==> src/flash_guard_pkg.sv <==
// Package for the flash program/erase guard: offsets, fields, reset values
package flash_guard_pkg;

	localparam logic [7:0] ctrl_one_offset   = 8'h00;
	localparam logic [7:0] ctrl_two_offset   = 8'h04;
	localparam logic [7:0] block_sel_offset  = 8'h08;
	localparam logic [7:0] status_offset     = 8'h0c;
	localparam logic [7:0] writer_cmd_offset = 8'h10;
	localparam logic [7:0] writer_sta_offset = 8'h14;

	// Control one field positions
	localparam int ctrl_one_prog_bit   = 0;
	localparam int ctrl_one_erase_bit  = 1;
	localparam int ctrl_one_pv_bit     = 2;
	localparam int ctrl_one_ev_bit     = 3;
	localparam int ctrl_one_swe_bit    = 6;
	// Control two field positions
	localparam int ctrl_two_psu_bit    = 0;
	localparam int ctrl_two_esu_bit    = 1;
	localparam int ctrl_two_err_bit    = 7;

	localparam logic [7:0] ctrl_one_reset  = 8'h00;
	localparam logic [7:0] ctrl_two_reset  = 8'h00;
	localparam logic [7:0] block_sel_reset = 8'h00;

	// Writer-mode command codes
	localparam logic [7:0] cmd_mem_read   = 8'h00;
	localparam logic [7:0] cmd_auto_prog  = 8'h40;
	localparam logic [7:0] cmd_auto_erase = 8'h20;
	localparam logic [7:0] cmd_status     = 8'h71;

	localparam int auto_op_cycles = 16;

	typedef enum logic [1:0] {
		resp_okay   = 2'b00,
		resp_slverr = 2'b10
	} axi_resp_t;

	typedef enum {
		wm_mem_read,
		wm_auto_prog,
		wm_auto_erase,
		wm_status
	} writer_mode_t;

	// CPU misbehaviour events watched during programming or erasing
	typedef struct packed {
		logic flash_read;
		logic exception_start;
		logic sleep_exec;
		logic bus_release;
	} cpu_events_t;

	// Strap pins sampled for external-programmer entry
	typedef struct packed {
		logic mode_select_high;
		logic mode_select_low;
		logic hw_standby_pin;
		logic p9_7;
		logic p9_2;
		logic p9_1;
		logic p9_0;
		logic p6_7;
	} straps_t;

endpackage

==> src/flash_program_erase_guard.sv <==
// Flash program/erase protection guard with AXI4-Lite register slave
//
// Our own choices: the register offsets and the AXI4-Lite register port.
`timescale 1ns/1ps
`default_nettype none

// Behaviour
// - Write-enable clear protects all blocks
// - Software protection refuses program and erase
// - Per-block select; zero protects every block
// - Resets and standby clear all control registers except the error flag
// - Hardware protection aborts active operation
// - Malfunction sets error flag, enters protection
// - Error keeps registers, aborts active mode
// - Error blocks re-entry to program/erase
// - Verify bits still accepted under error
// - Flash read during operation flags error
// - Non-reset exception during operation flags error
// - Sleep during operation flags error
// - Bus release during operation flags error
// - Only power-on reset clears error
// - Reads during request return undetermined data
// - Interrupts held off under error with request
// - Writer mode: read, auto program/erase, status
// - Status read shows internal status detail
module flash_program_erase_guard (
	input  wire logic                         clk_i,
	input  wire logic                         resetn_i,
	input  wire logic                         por_n_i,
	input  wire logic                         wdt_reset_i,
	input  wire logic                         standby_i,
	input  wire flash_guard_pkg::cpu_events_t events_i,
	input  wire flash_guard_pkg::straps_t     straps_i,
	input  wire logic [7:0]                   array_rdata_i,
	input  wire logic                         s_axi_awvalid,
	output logic                              s_axi_awready,
	input  wire logic [7:0]                   s_axi_awaddr,
	input  wire logic                         s_axi_wvalid,
	output logic                              s_axi_wready,
	input  wire logic [31:0]                  s_axi_wdata,
	input  wire logic [3:0]                   s_axi_wstrb,
	output logic                              s_axi_bvalid,
	input  wire logic                         s_axi_bready,
	output logic [1:0]                        s_axi_bresp,
	input  wire logic                         s_axi_arvalid,
	output logic                              s_axi_arready,
	input  wire logic [7:0]                   s_axi_araddr,
	output logic                              s_axi_rvalid,
	input  wire logic                         s_axi_rready,
	output logic [31:0]                       s_axi_rdata,
	output logic [1:0]                        s_axi_rresp,
	output logic                              program_active_o,
	output logic                              erase_active_o,
	output logic                              verify_active_o,
	output logic [7:0]                        block_enable_o,
	output logic                              irq_inhibit_o,
	output logic [7:0]                        read_data_o,
	output logic                              writer_mode_o
);

	logic [7:0]  ctrl_one_q;
	logic [7:0]  ctrl_two_q;
	logic [7:0]  block_sel_q;
	logic        err_q;
	logic        aw_held_q;
	logic        w_held_q;
	logic [7:0]  aw_addr_q;
	logic [31:0] w_data_q;
	logic        w_strb0_q;
	logic        wr_fire;
	logic        hw_protect;
	logic        request_set;
	logic        error_event;
	logic        wr_ok;
	logic        rd_ok;
	logic [31:0] rd_word;
	logic [7:0]  writer_cmd_q;
	logic [7:0]  writer_sta_q;
	logic        auto_busy_q;
	logic [4:0]  auto_cnt_q;
	logic        writer_straps;
	flash_guard_pkg::writer_mode_t wmode_q;

	// Write channel: address and data may arrive in either order
	assign wr_fire = aw_held_q && w_held_q && !s_axi_bvalid;

	// Address side
	always_ff @(posedge clk_i or negedge resetn_i) begin
		if (!resetn_i) begin
			aw_held_q     <= 1'b0;
			aw_addr_q     <= 8'h00;
			s_axi_awready <= 1'b0;
		end else begin
			s_axi_awready <= !aw_held_q && !(s_axi_awvalid && s_axi_awready);
			if (s_axi_awvalid && s_axi_awready) begin
				aw_held_q <= 1'b1;
				aw_addr_q <= s_axi_awaddr;
			end
			if (wr_fire) begin
				aw_held_q <= 1'b0;
			end
		end
	end

	// Data side
	always_ff @(posedge clk_i or negedge resetn_i) begin
		if (!resetn_i) begin
			w_held_q     <= 1'b0;
			w_data_q     <= 32'h0000_0000;
			w_strb0_q    <= 1'b0;
			s_axi_wready <= 1'b0;
		end else begin
			s_axi_wready <= !w_held_q && !(s_axi_wvalid && s_axi_wready);
			if (s_axi_wvalid && s_axi_wready) begin
				w_held_q  <= 1'b1;
				w_data_q  <= s_axi_wdata;
				w_strb0_q <= s_axi_wstrb[0];
			end
			if (wr_fire) begin
				w_held_q <= 1'b0;
			end
		end
	end

	// Response follows both halves; held until the master takes it
	always_ff @(posedge clk_i or negedge resetn_i) begin
		if (!resetn_i) begin
			s_axi_bvalid <= 1'b0;
			s_axi_bresp  <= 2'b00;
		end else if (wr_fire) begin
			s_axi_bvalid <= 1'b1;
			s_axi_bresp  <= wr_ok ? flash_guard_pkg::resp_okay : flash_guard_pkg::resp_slverr;
		end else if (s_axi_bvalid && s_axi_bready) begin
			s_axi_bvalid <= 1'b0;
		end
	end

	always_comb begin
		case (aw_addr_q)
			flash_guard_pkg::ctrl_one_offset,
			flash_guard_pkg::ctrl_two_offset,
			flash_guard_pkg::block_sel_offset,
			flash_guard_pkg::status_offset,
			flash_guard_pkg::writer_cmd_offset,
			flash_guard_pkg::writer_sta_offset: wr_ok = 1'b1;
			default:                            wr_ok = 1'b0;
		endcase
	end

	assign hw_protect  = wdt_reset_i || standby_i;
	assign request_set = ctrl_one_q[flash_guard_pkg::ctrl_one_prog_bit]
		|| ctrl_one_q[flash_guard_pkg::ctrl_one_erase_bit];
	// Only watched while an operation is requested
	assign error_event = request_set && (events_i.flash_read
		|| events_i.exception_start
		|| events_i.sleep_exec
		|| events_i.bus_release);

	// Control registers; retained under error, changed only by writes, reset, watchdog reset or standby
	always_ff @(posedge clk_i or negedge resetn_i) begin
		if (!resetn_i) begin
			ctrl_one_q <= flash_guard_pkg::ctrl_one_reset;
		end else if (hw_protect) begin
			ctrl_one_q <= flash_guard_pkg::ctrl_one_reset;
		end else if (wr_fire && w_strb0_q && aw_addr_q == flash_guard_pkg::ctrl_one_offset) begin
			ctrl_one_q <= w_data_q[7:0];
		end
	end

	always_ff @(posedge clk_i or negedge resetn_i) begin
		if (!resetn_i) begin
			ctrl_two_q <= flash_guard_pkg::ctrl_two_reset;
		end else if (hw_protect) begin
			ctrl_two_q <= flash_guard_pkg::ctrl_two_reset;
		end else if (wr_fire && w_strb0_q && aw_addr_q == flash_guard_pkg::ctrl_two_offset) begin
			ctrl_two_q <= w_data_q[7:0];
		end
	end

	always_ff @(posedge clk_i or negedge resetn_i) begin
		if (!resetn_i) begin
			block_sel_q <= flash_guard_pkg::block_sel_reset;
		end else if (hw_protect) begin
			block_sel_q <= flash_guard_pkg::block_sel_reset;
		end else if (wr_fire && w_strb0_q && aw_addr_q == flash_guard_pkg::block_sel_offset) begin
			block_sel_q <= w_data_q[7:0];
		end
	end

	// Error flag: cleared only by power-on reset, never by write or other reset
	always_ff @(posedge clk_i or negedge por_n_i) begin
		if (!por_n_i) begin
			err_q <= 1'b0;
		end else if (error_event) begin
			err_q <= 1'b1;
		end
	end

	// Program and erase entry: write-enable, no error, no hardware protect
	op_qualify program_gate_u (
		.clk_i          (clk_i),
		.resetn_i       (resetn_i),
		.write_enable_i (ctrl_one_q[flash_guard_pkg::ctrl_one_swe_bit]),
		.blocked_i      (err_q || error_event || hw_protect),
		.request_i      (ctrl_one_q[flash_guard_pkg::ctrl_one_prog_bit]),
		.setup_i        (ctrl_two_q[flash_guard_pkg::ctrl_two_psu_bit]),
		.block_sel_i    (block_sel_q),
		.active_o       (program_active_o)
	);

	op_qualify erase_gate_u (
		.clk_i          (clk_i),
		.resetn_i       (resetn_i),
		.write_enable_i (ctrl_one_q[flash_guard_pkg::ctrl_one_swe_bit]),
		.blocked_i      (err_q || error_event || hw_protect),
		.request_i      (ctrl_one_q[flash_guard_pkg::ctrl_one_erase_bit]),
		.setup_i        (ctrl_two_q[flash_guard_pkg::ctrl_two_esu_bit]),
		.block_sel_i    (block_sel_q),
		.active_o       (erase_active_o)
	);

	// Verify and block enables, registered straight to outputs
	always_ff @(posedge clk_i or negedge resetn_i) begin
		if (!resetn_i) begin
			verify_active_o <= 1'b0;
			block_enable_o  <= 8'h00;
		end else begin
			// Verify stays available under error
			verify_active_o <= ctrl_one_q[flash_guard_pkg::ctrl_one_swe_bit] && !hw_protect
				&& (ctrl_one_q[flash_guard_pkg::ctrl_one_pv_bit] || ctrl_one_q[flash_guard_pkg::ctrl_one_ev_bit]);
			block_enable_o  <= ctrl_one_q[flash_guard_pkg::ctrl_one_swe_bit] ? block_sel_q : 8'h00;
		end
	end

	// What the CPU side sees while a request bit stands
	always_ff @(posedge clk_i or negedge resetn_i) begin
		if (!resetn_i) begin
			irq_inhibit_o <= 1'b0;
			read_data_o   <= 8'h00;
		end else begin
			// Held off while a request is set, error or not
			irq_inhibit_o <= request_set;
			// Undetermined while requested; all ones so nothing stale leaks out
			read_data_o   <= request_set ? 8'hff : array_rdata_i;
		end
	end

	// Writer mode entry from board straps, sampled every clock while out of reset
	assign writer_straps = !straps_i.mode_select_high && !straps_i.mode_select_low
		&& straps_i.hw_standby_pin && !straps_i.p9_2 && !straps_i.p6_7
		&& straps_i.p9_7 && straps_i.p9_1 && straps_i.p9_0;

	always_ff @(posedge clk_i or negedge resetn_i) begin
		if (!resetn_i) begin
			writer_mode_o <= 1'b0;
		end else begin
			writer_mode_o <= writer_straps;
		end
	end

	// Writer command decode and the auto operation timer
	always_ff @(posedge clk_i or negedge resetn_i) begin
		if (!resetn_i) begin
			wmode_q       <= flash_guard_pkg::wm_mem_read;
			writer_cmd_q  <= 8'h00;
			writer_sta_q  <= 8'h00;
			auto_busy_q   <= 1'b0;
			auto_cnt_q    <= 5'd0;
		end else begin
			// Commands during an auto operation are dropped, not queued
			if (auto_busy_q) begin
				if (auto_cnt_q == 5'(flash_guard_pkg::auto_op_cycles - 1)) begin
					auto_busy_q     <= 1'b0;
					writer_sta_q[7] <= 1'b1; // Completion seen by status polling
				end
				auto_cnt_q <= auto_cnt_q + 5'd1;
			end else if (writer_mode_o && wr_fire && w_strb0_q
					&& aw_addr_q == flash_guard_pkg::writer_cmd_offset) begin
				writer_cmd_q <= w_data_q[7:0];
				case (w_data_q[7:0])
					flash_guard_pkg::cmd_mem_read: wmode_q <= flash_guard_pkg::wm_mem_read;
					flash_guard_pkg::cmd_auto_prog: begin
						wmode_q      <= flash_guard_pkg::wm_auto_prog;
						auto_busy_q  <= 1'b1;
						auto_cnt_q   <= 5'd0;
						writer_sta_q <= 8'h01;
					end
					flash_guard_pkg::cmd_auto_erase: begin
						wmode_q      <= flash_guard_pkg::wm_auto_erase;
						auto_busy_q  <= 1'b1;
						auto_cnt_q   <= 5'd0;
						writer_sta_q <= 8'h02;
					end
					flash_guard_pkg::cmd_status: wmode_q <= flash_guard_pkg::wm_status;
					default: writer_sta_q[6] <= 1'b1; // Unknown command flagged
				endcase
			end
		end
	end

	// Read channel, one cycle after address accepted
	always_comb begin
		rd_ok   = 1'b1;
		rd_word = 32'h0000_0000;
		case (s_axi_araddr)
			flash_guard_pkg::ctrl_one_offset:  rd_word[7:0] = ctrl_one_q;
			flash_guard_pkg::ctrl_two_offset:  rd_word[7:0] = {err_q, ctrl_two_q[6:0]};
			flash_guard_pkg::block_sel_offset: rd_word[7:0] = block_sel_q;
			flash_guard_pkg::status_offset:
				rd_word[5:0] = {writer_mode_o, irq_inhibit_o, verify_active_o,
					erase_active_o, program_active_o, err_q};
			flash_guard_pkg::writer_cmd_offset: rd_word[7:0] = writer_cmd_q;
			// Internal status detail only in status read mode
			flash_guard_pkg::writer_sta_offset:
				rd_word[8:0] = (wmode_q == flash_guard_pkg::wm_status)
					? {auto_busy_q, writer_sta_q} : 9'h000;
			default: rd_ok = 1'b0;
		endcase
	end

	always_ff @(posedge clk_i or negedge resetn_i) begin
		if (!resetn_i) begin
			s_axi_arready <= 1'b0;
			s_axi_rvalid  <= 1'b0;
			s_axi_rdata   <= 32'h0000_0000;
			s_axi_rresp   <= 2'b00;
		end else begin
			s_axi_arready <= !s_axi_rvalid && !(s_axi_arvalid && s_axi_arready);
			if (s_axi_arvalid && s_axi_arready) begin
				s_axi_rvalid <= 1'b1;
				s_axi_rdata  <= rd_word;
				s_axi_rresp  <= rd_ok ? flash_guard_pkg::resp_okay : flash_guard_pkg::resp_slverr;
			end else if (s_axi_rvalid && s_axi_rready) begin
				s_axi_rvalid <= 1'b0;
			end
		end
	end

endmodule

// Registered gate shared by program and erase entry
module op_qualify #(
	parameter int block_count = 8
) (
	input  wire logic                   clk_i,
	input  wire logic                   resetn_i,
	input  wire logic                   write_enable_i,
	input  wire logic                   blocked_i,
	input  wire logic                   request_i,
	input  wire logic                   setup_i,
	input  wire logic [block_count-1:0] block_sel_i,
	output logic                        active_o
);

	// Any single blocker keeps the array out of program or erase
	always_ff @(posedge clk_i or negedge resetn_i) begin
		if (!resetn_i) begin
			active_o <= 1'b0;
		end else begin
			active_o <= write_enable_i && !blocked_i && request_i && setup_i
				&& (block_sel_i != '0);
		end
	end

endmodule

`default_nettype wire

==> config.mk <==
export PLATFORM = sky130hd
export DESIGN_NAME = flash_program_erase_guard
export DESIGN_NICKNAME = d
export VERILOG_FILES = /design/src/flash_guard_pkg.sv /design/src/flash_program_erase_guard.sv
export SDC_FILE = /design/constraint.sdc
export NUM_CORES = 1
export LEC_CHECK = 0
export BUFFER_PORTS_ARGS = -buffer_cell sky130_fd_sc_hd__buf_2
export CORE_MARGIN = 2
export CORE_UTILIZATION = 50
export DETAILED_ROUTE_END_ITERATION = 10
export PLACE_DENSITY = 0.89
export SLEW_MARGIN = 25
export SYNTH_ARGS = -nofsm -noshare
export SYNTH_HDL_FRONTEND = slang
export SYNTH_SLANG_ARGS = --single-unit
==> constraint.sdc <==
create_clock -name clk_i -period 3.16 [get_ports clk_i]
set_input_delay 0.632 -clock clk_i [delete_from_list [all_inputs] [get_ports clk_i]]
set_output_delay 0.632 -clock clk_i [all_outputs]
set_load 0.005 [all_outputs]
==> results.yml <==
run_status:
  status: "completed"
drt:
  detail_route.iter0.violations: 200
  vias_per_cell: 5.562
  drt-wirelength-per-cell_um: 16.56
  ant_nets: 0
  finalWirelength_um: 9953
  drt-pass1-iter-count: 4
  routed-via-count: 3343
  drc: 0
cts:
  htree_levels: 3
  post_cts_resized: 0
  cts_buffer_depth: 2
  holdBufCountCts: 0
  cts_root_buf: "clkbuf_8"
  cts_setup_buffers: 0
  cts.sinks: 100
  clk_pin_slew_worst_paths_ns: 0.11
  cts_tree: "yes"
  cts_buffers: 9
  clk_latency_ns: 0.38
final_layout:
  nNetsFinal: 572
  fillers: 707
  fin_util_pct: 59.58
  antenna_cells: 0
  area_growth_pct: 14.81
  drive_above_1_share_pct: 30.43
sta:
  hold_violations: 0
  worst_pin_slew_ns: 0.7768
  fin_ws_ns: 0.6751
  finalMaxSlewViolations: 0
  rsz0062_at_grt: "false"
  slew_headroom_pct: 47.51
  setup_tns_ns: 0
  fin_skew_ns: 0.01431
  max_freq_mhz: 402.4
  setup_viol: 0
  fin_crit_sh_pct: 78.64
  min_period_ns: 2.485
global_route:
  grt.total_usage_pct: 21.02
  grt_pass1_wl_um: 16370
  grt_pass1_vias: 3258
  overflow: 0
  grt_max_degree: 60
  antenna_found_initial: 0
floorplanning:
  start_util_pct: 51.89
  die_w_um: 99.60
  num_rows: 34
  die_height_um: 99.60
  core_area_um2: 8806
  ios: 144
  die_area_um2: 9919
setup_path:
  ff2ff_path_depth: 4
  cp_max_fo: 8
  crit_type: "reg -> reg"
  setup.worst_path.end: "ctrl_one_q[7]"
  r2r_setup_slack_ns: 0.68
  startpoint: "aw_addr_q[1]"
  start_kind: "register"
  rr_startpoint: "aw_addr_q[1]"
  crit_path_end_kind: "register"
  worstReg2RegEnd: "ctrl_one_q[7]"
  arrival_ns: 2.72
  cp.required_ns: 3.40
placement:
  gp_congestion: 0.8254
  place_ws_ns: 0.7311
  port_buffers: 91
  dpl.hpwl_um: 7130
logic_synthesis:
  async_reset_ff_share_pct: 100.0
  syn_area_um2: 4569
  synth.distinct_cells: 48
  synth-edff-count: 0
  yosysSeqAreaShare_pct: 54.76
  syn_inst: 402
  yosysWarnings: 0
  synth_seq_cells: 100
  synth_flop_cell: "dfrtp_1"
  synth.avg_cell_area_um2: 11.37
run:
  maxCapViolations: 0
pwr:
  vdd_drop_max_uv: 440.0
  p_leak_nw: 2.674
  p_per_area_nw_per_um2: 585.5
hold_path:
  min_path_type: "in -> async"
==> cell usage in the layout (no fill, tap or decap), types with 6 or more instances in the layout <==
cell / Yosys / routed
dfrtp_1: 100 / 100
buf_2: 1 / 90
nor2_1: 35 / 35
mux2_2: 29 / 29
mux2i_1: 27 / 27
conb_1: 1 / 25
nand2_1: 23 / 23
o21ai_0: 15 / 15
a22oi_1: 13 / 13
and2_1: 11 / 11
nand4_1: 10 / 10
or3_1: 9 / 9
clkbuf_8: 0 / 9
a21oi_1: 8 / 8
inv_1: 8 / 8
nor2b_1: 7 / 7
nor3_1: 6 / 6
==> synth_stat cells (all sizes together), types with 2 or more instances <==
library cell / n / area [um^2]
buf: 26 / 192.7
nand3: 4 / 20.02
and3: 3 / 18.77
nor4bb: 2 / 20.02
nand4: 10 / 62.56
nand2b: 3 / 18.77
nand2: 23 / 86.33
a21oi: 8 / 40.04
o22a: 2 / 17.52
o31a: 4 / 35.03
or4: 4 / 30.03
a22o: 3 / 26.28
clkbuf: 17 / 63.81
inv: 8 / 30.03
o21ai: 16 / 80.07
a22oi: 13 / 97.59
nor4: 5 / 37.53
or2: 4 / 25.02
o221a: 2 / 22.52
dfrtp: 100 / 2502
nor2: 35 / 131.4
nor3: 6 / 30.03
and2: 11 / 68.82
or3: 10 / 67.56
nor2b: 7 / 43.79
ha: 2 / 25.02
a21o: 3 / 22.52
mux2i: 27 / 270.3
mux2: 30 / 341.6
==> sequential cells by signal, summed over array words and instances, names as in the netlist, 2 cells and up <==
name and cells:
block_sel_q 8, wmode_q 2, ctrl_one_q 8, writer_cmd_q 8, w_data_q 8, writer_sta_q 4
block_enable_o 8, auto_cnt_q 5, s_axi_rdata 9, aw_addr_q 8, read_data_o 8, ctrl_two_q 7
==> metal layers <==
layer | wire length [um] | track usage (%) | part of all wire (%) | up-vias
met1 | 4258 | 28.66 | 43 | 1638
met3 | 690 | 4.638 | 6.9 | 11
met5 | 0 | 0 | 0 | -
met2 | 4840 | 33.99 | 49 | 138
met4 | 163 | 6.322 | 1.6 | 0
li1 | - | - | - | 1556
==> cell type report <==
type | count | area [um^2] | share of cell area [%]
flip-flops and latches | 100 | 2502 | 47.70
multi-input cells | 275 | 1871 | 35.65
repair buffers | 94 | 480.5 | 9.158
well taps | 108 | 135.1 | 2.576
clock buffers | 9 | 123.9 | 2.361
clock inverters | 7 | 103.9 | 1.979
inverters | 8 | 30.03 | 0.5724
==> worst min path at each step <==
stage	to	slack, ns	depth (start not counted)
2_1_floorplan	auto_busy_q	0.34	0
3_3_place_gp	err_q	0.41	1
3_5_place_dp	err_q	0.41	1
4_1_cts	err_q	0.01	1
5_1_grt	err_q	0.005	1
6_report	err_q	0.02	1
==> critical path, cell delays in order, from the launching register on <==
cell	delay, ns
dfrtp_1	0.42
nor4bb_1	0.70
nand4_1	0.79
mux2i_1	0.37
nor2_1	0.06
==> kinds of logic (layout without fill, tap and decap cells) <==
family	Yosys count	after routing	share of synthesized area [%]
compound gates	60	60	9.447
xor+xnor	1	1	0.1917
fa+ha+maj	2	2	0.5476
buf+inv	51	118	6.270
flops	100	100	54.76
mux	58	58	13.88
other cells	1	25	0.08207
simple gates	129	129	14.81
==> metrics by stage <==
step	std cells	total power, mW	cell area [um^2]	hold WS [ns]
4_1_cts	601	3.087	5246	0.01138
6_report	601	3.071	5246	0.01883
2_1_floorplan	426	1.998	4659	0.3364
3_5_place_dp	585	2.173	5019	0.4113
3_3_place_gp	585	2.135	5019	0.4123
5_1_grt	601	3.223	5246	0.004921
==> power breakdown <==
group	switching, mW	internal, mW
Clock	0.466	0.457
Combinational	0.232	0.252
Sequential	0.225	1.44
Note: power is estimated with default switching activity, not from simulation.
